--- src/design/tmc_pkg.sv ---
// Constants, register map and carrier types of the timer modulo and channel block.
// Assumes one APB slave port with 32-bit data, one clock and an active-low reset.
package tmc_pkg;

    // ************************************************************
    // Register map (byte addresses, one word per register)
    // ************************************************************
    localparam logic [7:0] TMC_CTRL_OFS = 8'h00;    // Run, center select, overflow
    localparam logic [7:0] TMC_COUNT_OFS = 8'h04;   // Counter read, write clears
    localparam logic [7:0] TMC_LIM_HI_OFS = 8'h08;  // count_limit_high
    localparam logic [7:0] TMC_LIM_LO_OFS = 8'h0C;  // count_limit_low
    localparam logic [7:0] TMC_CH_BASE = 8'h10;     // channel_status_control of channel 0
    localparam logic [7:0] TMC_CH_STRIDE = 8'h08;   // Spacing between channels
    localparam logic [7:0] TMC_CH_VAL_OFS = 8'h04;  // Channel value after status word

    // ************************************************************
    // Field positions
    // ************************************************************
    localparam int TMC_FLAG_BIT = 7;   // channel_event_flag and overflow_flag
    localparam int TMC_IE_BIT = 6;     // channel_irq_enable and overflow enable
    localparam int TMC_MSB_BIT = 5;    // channel_mode_select_b
    localparam int TMC_MSA_BIT = 4;    // channel_mode_select_a
    localparam int TMC_ELS_HI_BIT = 3; // edge_level_select_high
    localparam int TMC_ELS_LO_BIT = 2; // edge_level_select_low
    localparam int TMC_CPWM_BIT = 5;   // center_align_select in control word
    localparam int TMC_RUN_BIT = 0;    // Counter run enable in control word

    // ************************************************************
    // Values
    // ************************************************************
    localparam logic [15:0] TMC_LIM_RST = 16'h0000;  // Limit after reset
    localparam logic [15:0] TMC_CNT_ZERO = 16'h0000; // Counter restart value
    localparam logic [15:0] TMC_CNT_MAX = 16'hFFFF;  // Terminal count when free running
    localparam logic [15:0] TMC_CNT_STEP = 16'h0001; // Counter step
    localparam logic [1:0] TMC_ELS_OFF = 2'b00;      // Pin detached
    localparam logic [1:0] TMC_ELS_TOGGLE = 2'b01;   // Compare toggles
    localparam logic [1:0] TMC_ELS_CLR = 2'b10;      // Compare drives low
    localparam logic [1:0] TMC_ELS_SET = 2'b11;      // Compare drives high
    localparam logic [1:0] TMC_PEND_NONE = 2'b00;    // No limit byte waiting
    localparam logic [1:0] TMC_PEND_LO = 2'b01;      // Low byte written, high awaited
    localparam logic [1:0] TMC_PEND_HI = 2'b10;      // High byte written, low awaited
    localparam int TMC_NUM_CH = 2;                   // Default channel count

    // Channel operating modes, Gray coded
    typedef enum logic [1:0] {
        TMC_MODE_IC = 2'b00,
        TMC_MODE_OC = 2'b01,
        TMC_MODE_EPWM = 2'b11,
        TMC_MODE_CPWM = 2'b10
    } tmc_mode_t;

    // APB request carrier, field names as published
    typedef struct packed {
        logic psel;
        logic penable;
        logic pwrite;
        logic [7:0] paddr;
        logic [31:0] pwdata;
    } tmc_apb_req_t;

    // Per-channel state
    typedef struct packed {
        logic flag;        // channel_event_flag
        logic ie;          // channel_irq_enable
        logic msb;         // channel_mode_select_b
        logic msa;         // channel_mode_select_a
        logic [1:0] els;   // edge_level_select_high:low
        logic [15:0] val;  // Channel value
        logic pin;         // Driven pin level
        logic prev;        // Last pin sample for edge detection
        logic armed;       // Flag was read set, clear may follow
    } tmc_ch_t;

endpackage

--- src/design/tmc_timer.sv ---
// Timer modulo counter with per-channel capture, compare and PWM.
// Assumes channel pins sampled on pclk, pad logic outside, APB master.
//
// Local design decisions: the APB register port and the register addresses.
`timescale 1ns/1ns
module tmc_timer #(
    parameter int NUM_CH = tmc_pkg::TMC_NUM_CH  // Number of channels
) (
    input wire logic pclk,                      // Clock, 20 MHz
    input wire logic presetn,                   // Asynchronous reset, active low
    input tmc_pkg::tmc_apb_req_t apb_req,       // APB request
    output logic [31:0] prdata,                 // APB read data
    output logic pready,                        // APB ready
    output logic pslverr,                       // APB error on unmapped address
    input wire logic [NUM_CH-1:0] ch_in,        // Channel pin levels
    output logic [NUM_CH-1:0] ch_out,           // Channel pin drive levels
    output logic [NUM_CH-1:0] ch_oe_n,          // Pin drive enable, low drives
    output logic [NUM_CH-1:0] ch_irq,           // Channel interrupt requests
    output logic ovf_irq                        // Overflow interrupt request
);
    import tmc_pkg::*;

    // ************************************************************
    // State
    // ************************************************************
    typedef struct packed {
        logic [15:0] cnt;        // Main counter
        logic down;              // Counting down in center mode
        logic [15:0] lim;        // count_limit_high:low
        logic [1:0] lim_pend;    // Which limit byte awaits its partner
        logic run;               // Counter enable
        logic cpwm;              // center_align_select
        logic ovie;              // Overflow interrupt enable
        logic ovf;               // overflow_flag
        logic ovf_armed;         // Overflow flag read while set
        logic ready;             // APB wait state done
        logic slverr;            // Registered error answer
        logic [31:0] rdata;      // Registered read data
        tmc_ch_t [NUM_CH-1:0] ch;
    } tmc_state_t;

    tmc_state_t s_q;             // Registered state
    tmc_state_t s_d;             // Next state

    logic acc;                   // Access phase present
    logic done;                  // Access completes this edge
    logic wr;                    // Completing write
    logic rd;                    // Completing read
    logic [15:0] term;           // Effective terminal count
    logic inhibit;               // Limit half written
    logic wrap;                  // Counter reached its end of period
    logic ovf_ev;                // Overflow flag set event
    logic [31:0] rdat;           // Read mux
    logic err;                   // Unmapped address
    logic [NUM_CH-1:0] ev_v;     // Channel events this cycle
    logic [NUM_CH-1:0] used_v;   // Pin attached and driven
    tmc_mode_t mode;             // Mode of the channel being worked on
    logic rise;                  // Rising edge on pin
    logic fall;                  // Falling edge on pin
    logic match;                 // Counter equals channel value
    logic [7:0] sc_a;            // Status address of channel
    logic [7:0] val_a;           // Value address of channel
    logic [NUM_CH-1:0] flags_v;  // Channel flags, seen by the checks

    // ************************************************************
    // Next-state logic
    // ************************************************************
    // Whole block in one pass: counter, channels, then register writes
    always_comb begin
        s_d = s_q;
        acc = apb_req.psel & apb_req.penable;
        done = acc & s_q.ready;
        wr = done & apb_req.pwrite;
        rd = done & ~apb_req.pwrite;
        // One wait state gives registered read data
        s_d.ready = acc & ~s_q.ready;
        // Zero limit runs the full 16-bit range
        term = (s_q.lim == TMC_LIM_RST) ? TMC_CNT_MAX : s_q.lim;
        inhibit = s_q.lim_pend != TMC_PEND_NONE;
        wrap = 1'b0;
        rdat = '0;
        err = 1'b1;
        ev_v = '0;
        used_v = '0;
        mode = TMC_MODE_IC;
        rise = 1'b0;
        fall = 1'b0;
        match = 1'b0;
        sc_a = '0;
        val_a = '0;

        // Counter
        if (s_q.run) begin
            if (!s_q.cpwm) begin
                s_d.down = 1'b0;
                if (s_q.cnt == term) begin
                    s_d.cnt = TMC_CNT_ZERO;
                    wrap = 1'b1;
                end else begin
                    s_d.cnt = s_q.cnt + TMC_CNT_STEP;
                end
            end else if (!s_q.down) begin
                if (s_q.cnt == term) begin
                    // Turnaround marks end of a center-aligned period
                    s_d.cnt = s_q.cnt - TMC_CNT_STEP;
                    s_d.down = 1'b1;
                    wrap = 1'b1;
                end else begin
                    s_d.cnt = s_q.cnt + TMC_CNT_STEP;
                end
            end else if (s_q.cnt == TMC_CNT_ZERO) begin
                s_d.cnt = s_q.cnt + TMC_CNT_STEP;
                s_d.down = 1'b0;
            end else begin
                s_d.cnt = s_q.cnt - TMC_CNT_STEP;
            end
        end
        // A limit caught half way would give a bogus period
        ovf_ev = wrap & ~inhibit;

        // Control and limit readback
        unique case (apb_req.paddr)
            TMC_CTRL_OFS: begin
                rdat[TMC_FLAG_BIT] = s_q.ovf;
                rdat[TMC_IE_BIT] = s_q.ovie;
                rdat[TMC_CPWM_BIT] = s_q.cpwm;
                rdat[TMC_RUN_BIT] = s_q.run;
                err = 1'b0;
            end
            TMC_COUNT_OFS: begin
                rdat[15:0] = s_q.cnt;
                err = 1'b0;
            end
            TMC_LIM_HI_OFS: begin
                rdat[7:0] = s_q.lim[15:8];
                err = 1'b0;
            end
            TMC_LIM_LO_OFS: begin
                rdat[7:0] = s_q.lim[7:0];
                err = 1'b0;
            end
            default: begin
                err = 1'b1;
            end
        endcase

        // Channels
        for (int i = 0; i < NUM_CH; i++) begin
            sc_a = 8'(int'(TMC_CH_BASE) + i * int'(TMC_CH_STRIDE));
            val_a = sc_a + TMC_CH_VAL_OFS;
            // Center select overrides the per-channel mode bits
            if (s_q.cpwm) begin
                mode = TMC_MODE_CPWM;
            end else if (s_q.ch[i].msb) begin
                mode = TMC_MODE_EPWM;
            end else if (s_q.ch[i].msa) begin
                mode = TMC_MODE_OC;
            end else begin
                mode = TMC_MODE_IC;
            end
            rise = ch_in[i] & ~s_q.ch[i].prev;
            fall = ~ch_in[i] & s_q.ch[i].prev;
            match = s_q.run & (s_q.cnt == s_q.ch[i].val);
            s_d.ch[i].prev = ch_in[i];
            // Field 00 frees the pin whatever the mode
            used_v[i] = (mode != TMC_MODE_IC) && (s_q.ch[i].els != TMC_ELS_OFF);
            unique case (mode)
                TMC_MODE_IC: begin
                    // Field bits enable rising and falling edges
                    ev_v[i] = (rise & s_q.ch[i].els[0]) | (fall & s_q.ch[i].els[1]);
                    if (ev_v[i]) begin
                        s_d.ch[i].val = s_q.cnt;
                    end
                end
                TMC_MODE_OC: begin
                    ev_v[i] = match;
                    if (match) begin
                        unique case (s_q.ch[i].els)
                            TMC_ELS_TOGGLE: s_d.ch[i].pin = ~s_q.ch[i].pin;
                            TMC_ELS_CLR: s_d.ch[i].pin = 1'b0;
                            TMC_ELS_SET: s_d.ch[i].pin = 1'b1;
                            TMC_ELS_OFF: s_d.ch[i].pin = s_q.ch[i].pin;
                        endcase
                    end
                end
                TMC_MODE_EPWM: begin
                    // Period start takes the active level; match wins for 0 %
                    if (s_q.cnt == TMC_CNT_ZERO) begin
                        s_d.ch[i].pin = ~s_q.ch[i].els[0];
                    end
                    ev_v[i] = match;
                    if (match) begin
                        s_d.ch[i].pin = s_q.ch[i].els[0];
                    end
                end
                TMC_MODE_CPWM: begin
                    ev_v[i] = match;
                    if (match && !s_q.down) begin
                        s_d.ch[i].pin = s_q.ch[i].els[0];
                    end else if (match) begin
                        s_d.ch[i].pin = ~s_q.ch[i].els[0];
                    end
                end
            endcase
            // Readback of channel words
            if (apb_req.paddr == sc_a) begin
                rdat[TMC_FLAG_BIT] = s_q.ch[i].flag;
                rdat[TMC_IE_BIT] = s_q.ch[i].ie;
                rdat[TMC_MSB_BIT] = s_q.ch[i].msb;
                rdat[TMC_MSA_BIT] = s_q.ch[i].msa;
                rdat[TMC_ELS_HI_BIT:TMC_ELS_LO_BIT] = s_q.ch[i].els;
                err = 1'b0;
            end
            if (apb_req.paddr == val_a) begin
                rdat[15:0] = s_q.ch[i].val;
                err = 1'b0;
            end
            // Arm only if the answer really showed the flag set
            if (rd && apb_req.paddr == sc_a && s_q.ch[i].flag && s_q.rdata[TMC_FLAG_BIT]) begin
                s_d.ch[i].armed = 1'b1;
            end
            if (wr && apb_req.paddr == sc_a) begin
                s_d.ch[i].ie = apb_req.pwdata[TMC_IE_BIT];
                s_d.ch[i].msb = apb_req.pwdata[TMC_MSB_BIT];
                s_d.ch[i].msa = apb_req.pwdata[TMC_MSA_BIT];
                s_d.ch[i].els = apb_req.pwdata[TMC_ELS_HI_BIT:TMC_ELS_LO_BIT];
                // Writing one leaves the flag alone
                if (!apb_req.pwdata[TMC_FLAG_BIT] && s_q.ch[i].armed) begin
                    s_d.ch[i].flag = 1'b0;
                end
                s_d.ch[i].armed = 1'b0;
            end
            if (wr && apb_req.paddr == val_a) begin
                s_d.ch[i].val = apb_req.pwdata[15:0];
            end
            // Set wins over clear; a new event restarts the clear sequence
            if (ev_v[i]) begin
                s_d.ch[i].flag = 1'b1;
                s_d.ch[i].armed = 1'b0;
            end
        end

        // Control word and counter writes
        if (rd && apb_req.paddr == TMC_CTRL_OFS && s_q.ovf && s_q.rdata[TMC_FLAG_BIT]) begin
            s_d.ovf_armed = 1'b1;
        end
        if (wr && apb_req.paddr == TMC_CTRL_OFS) begin
            s_d.run = apb_req.pwdata[TMC_RUN_BIT];
            s_d.ovie = apb_req.pwdata[TMC_IE_BIT];
            s_d.cpwm = apb_req.pwdata[TMC_CPWM_BIT];
            if (!apb_req.pwdata[TMC_FLAG_BIT] && s_q.ovf_armed) begin
                s_d.ovf = 1'b0;
            end
            s_d.ovf_armed = 1'b0;
        end
        // Counter write restarts counting from zero going up
        if (wr && apb_req.paddr == TMC_COUNT_OFS) begin
            s_d.cnt = TMC_CNT_ZERO;
            s_d.down = 1'b0;
        end
        // Byte halves pair up in either order
        if (wr && apb_req.paddr == TMC_LIM_HI_OFS) begin
            s_d.lim[15:8] = apb_req.pwdata[7:0];
            s_d.lim_pend = (s_q.lim_pend == TMC_PEND_LO) ? TMC_PEND_NONE : TMC_PEND_HI;
        end
        if (wr && apb_req.paddr == TMC_LIM_LO_OFS) begin
            s_d.lim[7:0] = apb_req.pwdata[7:0];
            s_d.lim_pend = (s_q.lim_pend == TMC_PEND_HI) ? TMC_PEND_NONE : TMC_PEND_LO;
        end
        if (ovf_ev) begin
            s_d.ovf = 1'b1;
            s_d.ovf_armed = 1'b0;
        end

        // Capture the answer during the wait state
        if (acc && !s_q.ready) begin
            s_d.rdata = rdat;
            s_d.slverr = err;
        end
    end

    // ************************************************************
    // State register
    // ************************************************************
    // All-zero reset puts limit at zero and clears every flag and enable
    always_ff @(posedge pclk or negedge presetn) begin
        if (!presetn) begin
            s_q <= '0;
        end else begin
            s_q <= s_d;
        end
    end

    // ************************************************************
    // Outputs
    // ************************************************************
    assign prdata = s_q.rdata;
    assign pready = s_q.ready;
    assign pslverr = s_q.ready & s_q.slverr;
    assign ovf_irq = s_q.ovf & s_q.ovie;

    // Per-channel pin and interrupt outputs
    for (genvar g = 0; g < NUM_CH; g++) begin : g_ch
        assign ch_out[g] = s_q.ch[g].pin;
        assign ch_oe_n[g] = ~used_v[g];
        assign ch_irq[g] = s_q.ch[g].flag & s_q.ch[g].ie;
        assign flags_v[g] = s_q.ch[g].flag;
    end

    logic cfg_wr;   // Write that moves the counter by software
    assign cfg_wr = wr & (apb_req.paddr == TMC_CTRL_OFS || apb_req.paddr == TMC_COUNT_OFS);
endmodule  // tmc_timer

--- config.mk ---
export PLATFORM = sky130hd
export DESIGN_NAME = tmc_timer
export DESIGN_NICKNAME = d
export VERILOG_FILES = /design/src/design/tmc_pkg.sv /design/src/design/tmc_timer.sv
export SDC_FILE = /design/constraint.sdc
export NUM_CORES = 1
export LEC_CHECK = 0
export BUFFER_PORTS_ARGS = -buffer_cell sky130_fd_sc_hd__clkbuf_2
export CAP_MARGIN = 20
export CELL_PAD_IN_SITES_DETAIL_PLACEMENT = 1
export CELL_PAD_IN_SITES_GLOBAL_PLACEMENT = 2
export CORE_MARGIN = 1.5
export CORE_UTILIZATION = 28
export DETAILED_ROUTE_END_ITERATION = 10
export GPL_ROUTABILITY_DRIVEN = 0
export MAX_ROUTING_LAYER = met4
export PLACE_DENSITY = 0.62
export RECOVER_POWER = 50
export SLEW_MARGIN = 20
export SYNTH_ARGS = -nofsm -noshare
export SYNTH_HDL_FRONTEND = slang
export SYNTH_SLANG_ARGS = --single-unit
--- constraint.sdc ---
create_clock -name pclk -period 3.55 [get_ports pclk]
set_input_delay 0.355 -clock pclk [delete_from_list [all_inputs] [get_ports pclk]]
set_output_delay 0.355 -clock pclk [all_outputs]
set_load 0.005 [all_outputs]
======== Word level (Yosys, flattened, before mapping) ========
Index checks and enable logic that the tools add are counted.
word-level totals
  bits of input ports ..................... 47
  word-level logic and storage cells ...... 241
  register bits ........................... 108
cells by class
  equality and inequality tests ........... 32
  bitwise operators ....................... 35
  $add $sub $neg .......................... 2
  muxes and demuxes ....................... 74
  reduce and logical (&&, ||, !) cells .... 67
operators by type and width
  cell                     count
  $mux W16                 12
  $mux W17                 4
  $eq A16 B16 Y1           3
  $mux W1                  35
  $reduce_bool A2 Y1       17
  $eq A8 B5 Y1 const B     4
  $logic_not A16 Y1        2
  $logic_and A1 B1 Y1      25
  $mux W6                  4
  $and A1 B1 Y1            20
  $eq A2 B2 Y1 const B     9
  $mux W2                  9
  $add A16 B1 Y16 const B  1
  $eq A8 B4 Y1 const B     2
  $sub A16 B1 Y16 const B  1
  $reduce_bool A3 Y1       5
  $not A1 Y1               13
  $ne A3 B3 Y1 const B     4
  $pmux W1 S3              4
  $pmux W3 S4              1
  $pmux W4 S3              1
  $eq A2 B1 Y1 const B     5
  $reduce_and A2 Y1        5
  $reduce_and A5 Y1        2
  other kinds (11)         22

======== Longest topological paths before layout ========
  depth after elaboration ................. 10
  depth in mapped cells ................... 11
  gate-level depth less buffers ........... 10

======== Worst setup path after synthesis ========
No wires, ideal clock.
  kind .................................... input to register
  from .................................... in apb_req[32] (netlist bit)
  to ...................................... reg s_q[121] (netlist bit)
  stages .................................. 10
  slack ................................... 1083 ps
  arrival time ............................ 2327 ps
  library setup time ...................... 141 ps
  path buffers ............................ 2
  data required time ...................... 3409 ps
  cell sequence ........................... or4_4 nor4b_4 and2_1 nor2b_1 buf_2 nand2_1 a21oi_2 buf_6 a221oi_2 a22oi_2
on the way
  word-level cells in the longest chain between the ends .. 3
  elaborated cells on any way between the ends .. 4
  classes of those cells .................. eq/ne: 1; mux: 1; reduce/logical: 2
ends and longest elaborated chain
  item                                                   RTL line          source
  start, declared                                        tmc_timer.sv:11   input tmc_pkg::tmc_apb_req_t apb_req,
  $eq A8 B3 Y1 (*)                                       tmc_timer.sv:257  if (wr && apb_req.paddr == TMC_COUNT_OFS) begin
  $logic_and A1 B1 Y1 (*)                                tmc_timer.sv:257
  $mux W17 / $reduce_bool A2 Y1 (equally long branches)  -
  end signal, assigned                                   tmc_timer.sv:288  s_q <= '0;
  end signal, assigned                                   tmc_timer.sv:290  s_q <= s_d;
  end, declared                                          tmc_timer.sv:42   tmc_state_t s_q;
Mark *: on every way between the ends. The rest lies on a longest branch, timed or not.
A chain may end at the register's enable or synchronous reset.

======== Final worst setup path ========
  from .................................... reg s_q[112] (netlist bit)
  to ...................................... reg s_q[122] (netlist bit)
on the way
  word-level cells in the longest chain between the ends .. 6
  elaborated cells on any way between the ends .. 11
  classes of those cells .................. add/sub: 2; eq/ne: 1; mux: 7; reduce/logical: 1
ends and longest elaborated chain
  item                                           RTL line                                              source
  $add A16 B1 Y16, or another cell as far along  tmc_timer.sv:100, tmc_timer.sv:109, tmc_timer.sv:112
  $mux W16, on equally long branches             tmc_timer.sv:103, tmc_timer.sv:111
  $mux W17                                       tmc_timer.sv:102                                      end else if (!s_q.down) begin
  $mux W17 (*)                                   tmc_timer.sv:94                                       if (!s_q.cpwm) begin
  $mux W17 (*)                                   tmc_timer.sv:93                                       if (s_q.run) begin
  $mux W17 (*)                                   tmc_timer.sv:257
Mark *: on every way between the ends. The rest lies on a longest branch, timed or not. The select of a mux whose other input is x is not followed.

==> impl_summary.md <==
Drt
The post-route DRC violation count is 0. The detailed router finished its first iteration with about 440 violations. In the final routed layout, each cell accounts on average for 21.1 um.

The uppermost signal routing layer after detailed routing is met4. The met1 wire length is 12400 um. The detailed-routing iteration count for the pre-antenna-repair pass is 5. The routed length on met2 is approximately 11000 um. The ratio of routed vias to standard cells is ~5.2.

Detailed routing placed a total of approximately 860 um of wire on met3. The count of nets left with antenna violations once routing finished came out at 0. The final layout contains routed wiring with a total length of roughly 25000 um. The count of vias placed by the detailed router is between 6000 and 7000.

Yosys
In this run, synthesis produced a sequential element count of about 110. The number of cells produced by synthesis is about 820. The cell type with the largest total area after synthesis is sky130_fd_sc_hd__dfrtp_1. Summed over its instances, the top area cell type makes up around 37% of the synthesized netlist area. Ranked by total cell area, the synthesized netlist is headed by sky130_fd_sc_hd__dfrtp_1 37%, sky130_fd_sc_hd__mux2i_1 5.7%, sky130_fd_sc_hd__o21ai_0 5.3%.

The average cell area after synthesis is around 9 um2. The number of distinct standard cells referenced by the synthesized netlist is 75. The prevailing post-synth register cell is sky130_fd_sc_hd__dfrtp_1. Of all flip-flops after synthesis, the portion carrying an async set or reset was 100%.

Summing the sequential cell areas from Yosys gives between 30% and 40% of the chip area. Yosys mapped a number of flops with a built-in enable equal to 0. The post-synthesis instance area is between 7000 and 8000 um2. The number of warnings issued by yosys is 0.

Clock tree
The TritonCTS clock tree is done. The buffer levels on the longest clock path is 2. The clock tree synthesis step divided the H-tree into 3 levels. The number of setup buffers added after CTS is 0.

Counting every sink on the clock net gives between 100 and 150. The clock transition at the registers of the reported paths is approximately 0.08 ns. The cell at the root of the clock tree is sky130_fd_sc_hd__clkbuf_16. After clock tree synthesis, the flow added hold-fix buffers numbering 0.

The number of clock buffers added by TritonCTS is 9. The number of gates resized after CTS was 0. The worst-skew pair later-pin latency is about 0.37 ns.

Layout
The fraction of the core area covered by cells at the end of the flow is roughly a third. In the final design database the tool counted a little under 900 nets. Of the cells placed in the final design, the portion with a size suffix greater than 1 is 18.8%. The number of antenna diodes in the final layout is 0. Counting the fill cells in the layout gives roughly 3000.

In the layout the commonest cells are 108 x sky130_fd_sc_hd__dfrtp_1, 95 x sky130_fd_sc_hd__nand2_1, 77 x sky130_fd_sc_hd__o21ai_0. The library cell used most frequently in the layout, excluding fill and tap cells, is sky130_fd_sc_hd__dfrtp_1. Summing all non-filler instances in the final layout gives an area of just over 8000 um2.

The layout-stage area growth over the synthesis result is 11.2%.

Floorplan
The row count is 59. The die footprint is approximately 27000 um2. In this run the horizontal extent of the chip is about 160 um. The floorplan core area is around 26000 um2.

For this design the top-level I/O count stands at 88. From bottom edge to top edge, the die measures roughly 160 um. The initial utilization of the core area, before any placement, comes to 28.3%.

Status
The flow ran to the end, but the final reports show violations. The checks that failed: max-capacitance violations, max-slew violations.

Pwr
Combinational logic burns roughly 8.2% of the power. In this run, the clock network consumes between 40% and 50% of the power. Net switching is a little over a quarter of the power. The switching power is approximately 700 uW. For this design the static power due to leakage is about 0.0036 uW. The internal power of the cells totals 1900 uW. The power density normalized to cell area is 319 nW/um2. The part of the power in registers is roughly half. The worst-case IR drop observed on VDD is 220 uV.

Worst hold path
The path class of the tightest hold or removal check is in2reg.

Worst setup path
The type of the worst setup path is reg2reg. Of all nets on the critical path, the largest fanout is 11. The critical path capture point type is a flop. The data required time at the worst endpoint is ~3.8 ns. The worst setup path is launched from a flop. The worst path arrival time is roughly 3.4 ns.

Placed design
The detailed-placement wirelength estimate is 18500 um. The count of port buffers added during placement is 55. The placed standard-cell area is about 8000 um2.

Global route
The initial antenna violation count is 0. The global-route total usage across every layer is 19.7%. The total congestion overflow after global routing is 0.

The maximum number of pins on one net before global-route repair is 65. The number of global-route vias before repair came to roughly 6200. The wire length of the first global-routing pass is roughly 39000 um.

STA
Hold is met by 0.112 ns. The number of pins with negative max-slew slack in the final report is 65. Summed over all failing endpoints, the final setup total negative slack is 0 ns. After layout, the worst path uses between 80% and 90% of the clock period. On the final layout, the worst clock skew is roughly 0.012 ns.

Setup repair after global routing left no endpoint under its margin. The relative slew slack is -15.0%. The clock period could shrink to about 3.1 ns. The maximum operating frequency is approximately 0.32 GHz. Setup violations remaining at the end of the flow were counted as 0. For the pin with the worst max-slew slack, the measured transition is between 1.5 and 2 ns.

The count of final hold-check violations came to 0.

Flow run
The total of max-cap violations is 1.
==> path summary, 6_finish.rpt <==
path	startpoint	to	slack [ns]	cells past startpoint
setup reg to reg	s_q[112]$_DFFE_PN0P_	s_q[122]$_DFFE_PN0P_	0.46	9
hold / removal	ch_in[0]	s_q[1]$_DFF_PN0_	0.11	1
setup / recovery	s_q[112]$_DFFE_PN0P_	s_q[122]$_DFFE_PN0P_	0.46	9
max in group asynchronous	presetn	s_q[110]$_DFFE_PN0P_	1.16	2
hold reg to reg	prdata[15]$_DFFE_PN0P_	prdata[15]$_DFFE_PN0P_	0.48	2
min in group asynchronous	presetn	pready$_DFF_PN0_	0.42	1
==> synthesized netlist by cell type (15+ instances only) <==
cell type and count:
sky130_fd_sc_hd__nor2b_1 28, sky130_fd_sc_hd__inv_1 15, sky130_fd_sc_hd__xor2_1 24, sky130_fd_sc_hd__dfrtp_1 108
sky130_fd_sc_hd__xnor2_1 20, sky130_fd_sc_hd__o21ai_0 77, sky130_fd_sc_hd__nand2_1 95, sky130_fd_sc_hd__nor2_1 43
sky130_fd_sc_hd__a21oi_1 26, sky130_fd_sc_hd__mux2i_1 42, sky130_fd_sc_hd__nor4_1 17, sky130_fd_sc_hd__buf_4 37
sky130_fd_sc_hd__clkbuf_1 30, sky130_fd_sc_hd__mux2_2 31
==> registers in the layout (all words and copies together) (netlist names) <==
signal   count
pready       1
prdata      16
ch_out       2
flags_v      2
s_q         87
==> cells by family (layout without fill, tap and decap cells) <==
| kind of cell | after synthesis | after routing | synth area share (%) |
|---|---|---|---|
| fa+ha+maj | 3 | 3 | 0.512 |
| mux | 76 | 76 | 11.3 |
| flops | 108 | 108 | 36.8 |
| buf+inv | 100 | 117 | 7.34 |
| compound gates | 208 | 208 | 19.3 |
| other cells | 1 | 16 | 0.0511 |
| xor+xnor | 44 | 44 | 5.25 |
| simple gates | 275 | 275 | 19.5 |
==> worst max-delay path, stage by stage, from the launching register on <==
cell	delay [ns]
sky130_fd_sc_hd__dfrtp_1	0.55
sky130_fd_sc_hd__nor4_1	0.65
sky130_fd_sc_hd__buf_4	0.23
sky130_fd_sc_hd__nand3_1	0.12
sky130_fd_sc_hd__nor4_1	0.29
sky130_fd_sc_hd__xnor2_1	0.22
sky130_fd_sc_hd__o22ai_1	0.11
sky130_fd_sc_hd__a211oi_1	0.51
sky130_fd_sc_hd__a21oi_1	0.15
sky130_fd_sc_hd__o2bb2ai_1	0.18
==> power by group through the flow <==
stage          Combinational, uW  Sequential (uW)  Clock, uW
3_5_place_dp                 217             1280          0
6_report                     213             1260       1130
5_1_grt                      239             1260       1200
2_1_floorplan                128             1280          0
4_1_cts                      218             1260       1160
3_3_place_gp                 217             1280          0
==> per-layer routing <==
layer | track usage, % | up-vias
met4 | 4.63 | 0
met3 | 2.69 | 19
met5 | - | -
met2 | 30.0 | 118
met1 | 27.7 | 3085
li1 | - | 2947
==> through the flow <==
stage / total power (uW) / cells / worst slack [ns]
finish: 2600 / 1182 / 0.464
floorplan: 1400 / 830 / 1.08
global placement: 1500 / 1166 / 0.570
CTS: 2640 / 1182 / 0.500
detailed placement: 1500 / 1166 / 0.545
global route: 2700 / 1182 / 0.224
==> area by class of cell <==
cell class	count	area, um2	area share (%)
clock inverter	6	78.8	0.967
multi-input combinational	622	4160	51.0
tap	335	419	5.14
inverter	15	56.3	0.690
sequential	108	2700	33.1
timing repair buffer	86	498	6.11
clock buffer	10	239	2.93
(Power assumes the default switching activity.)
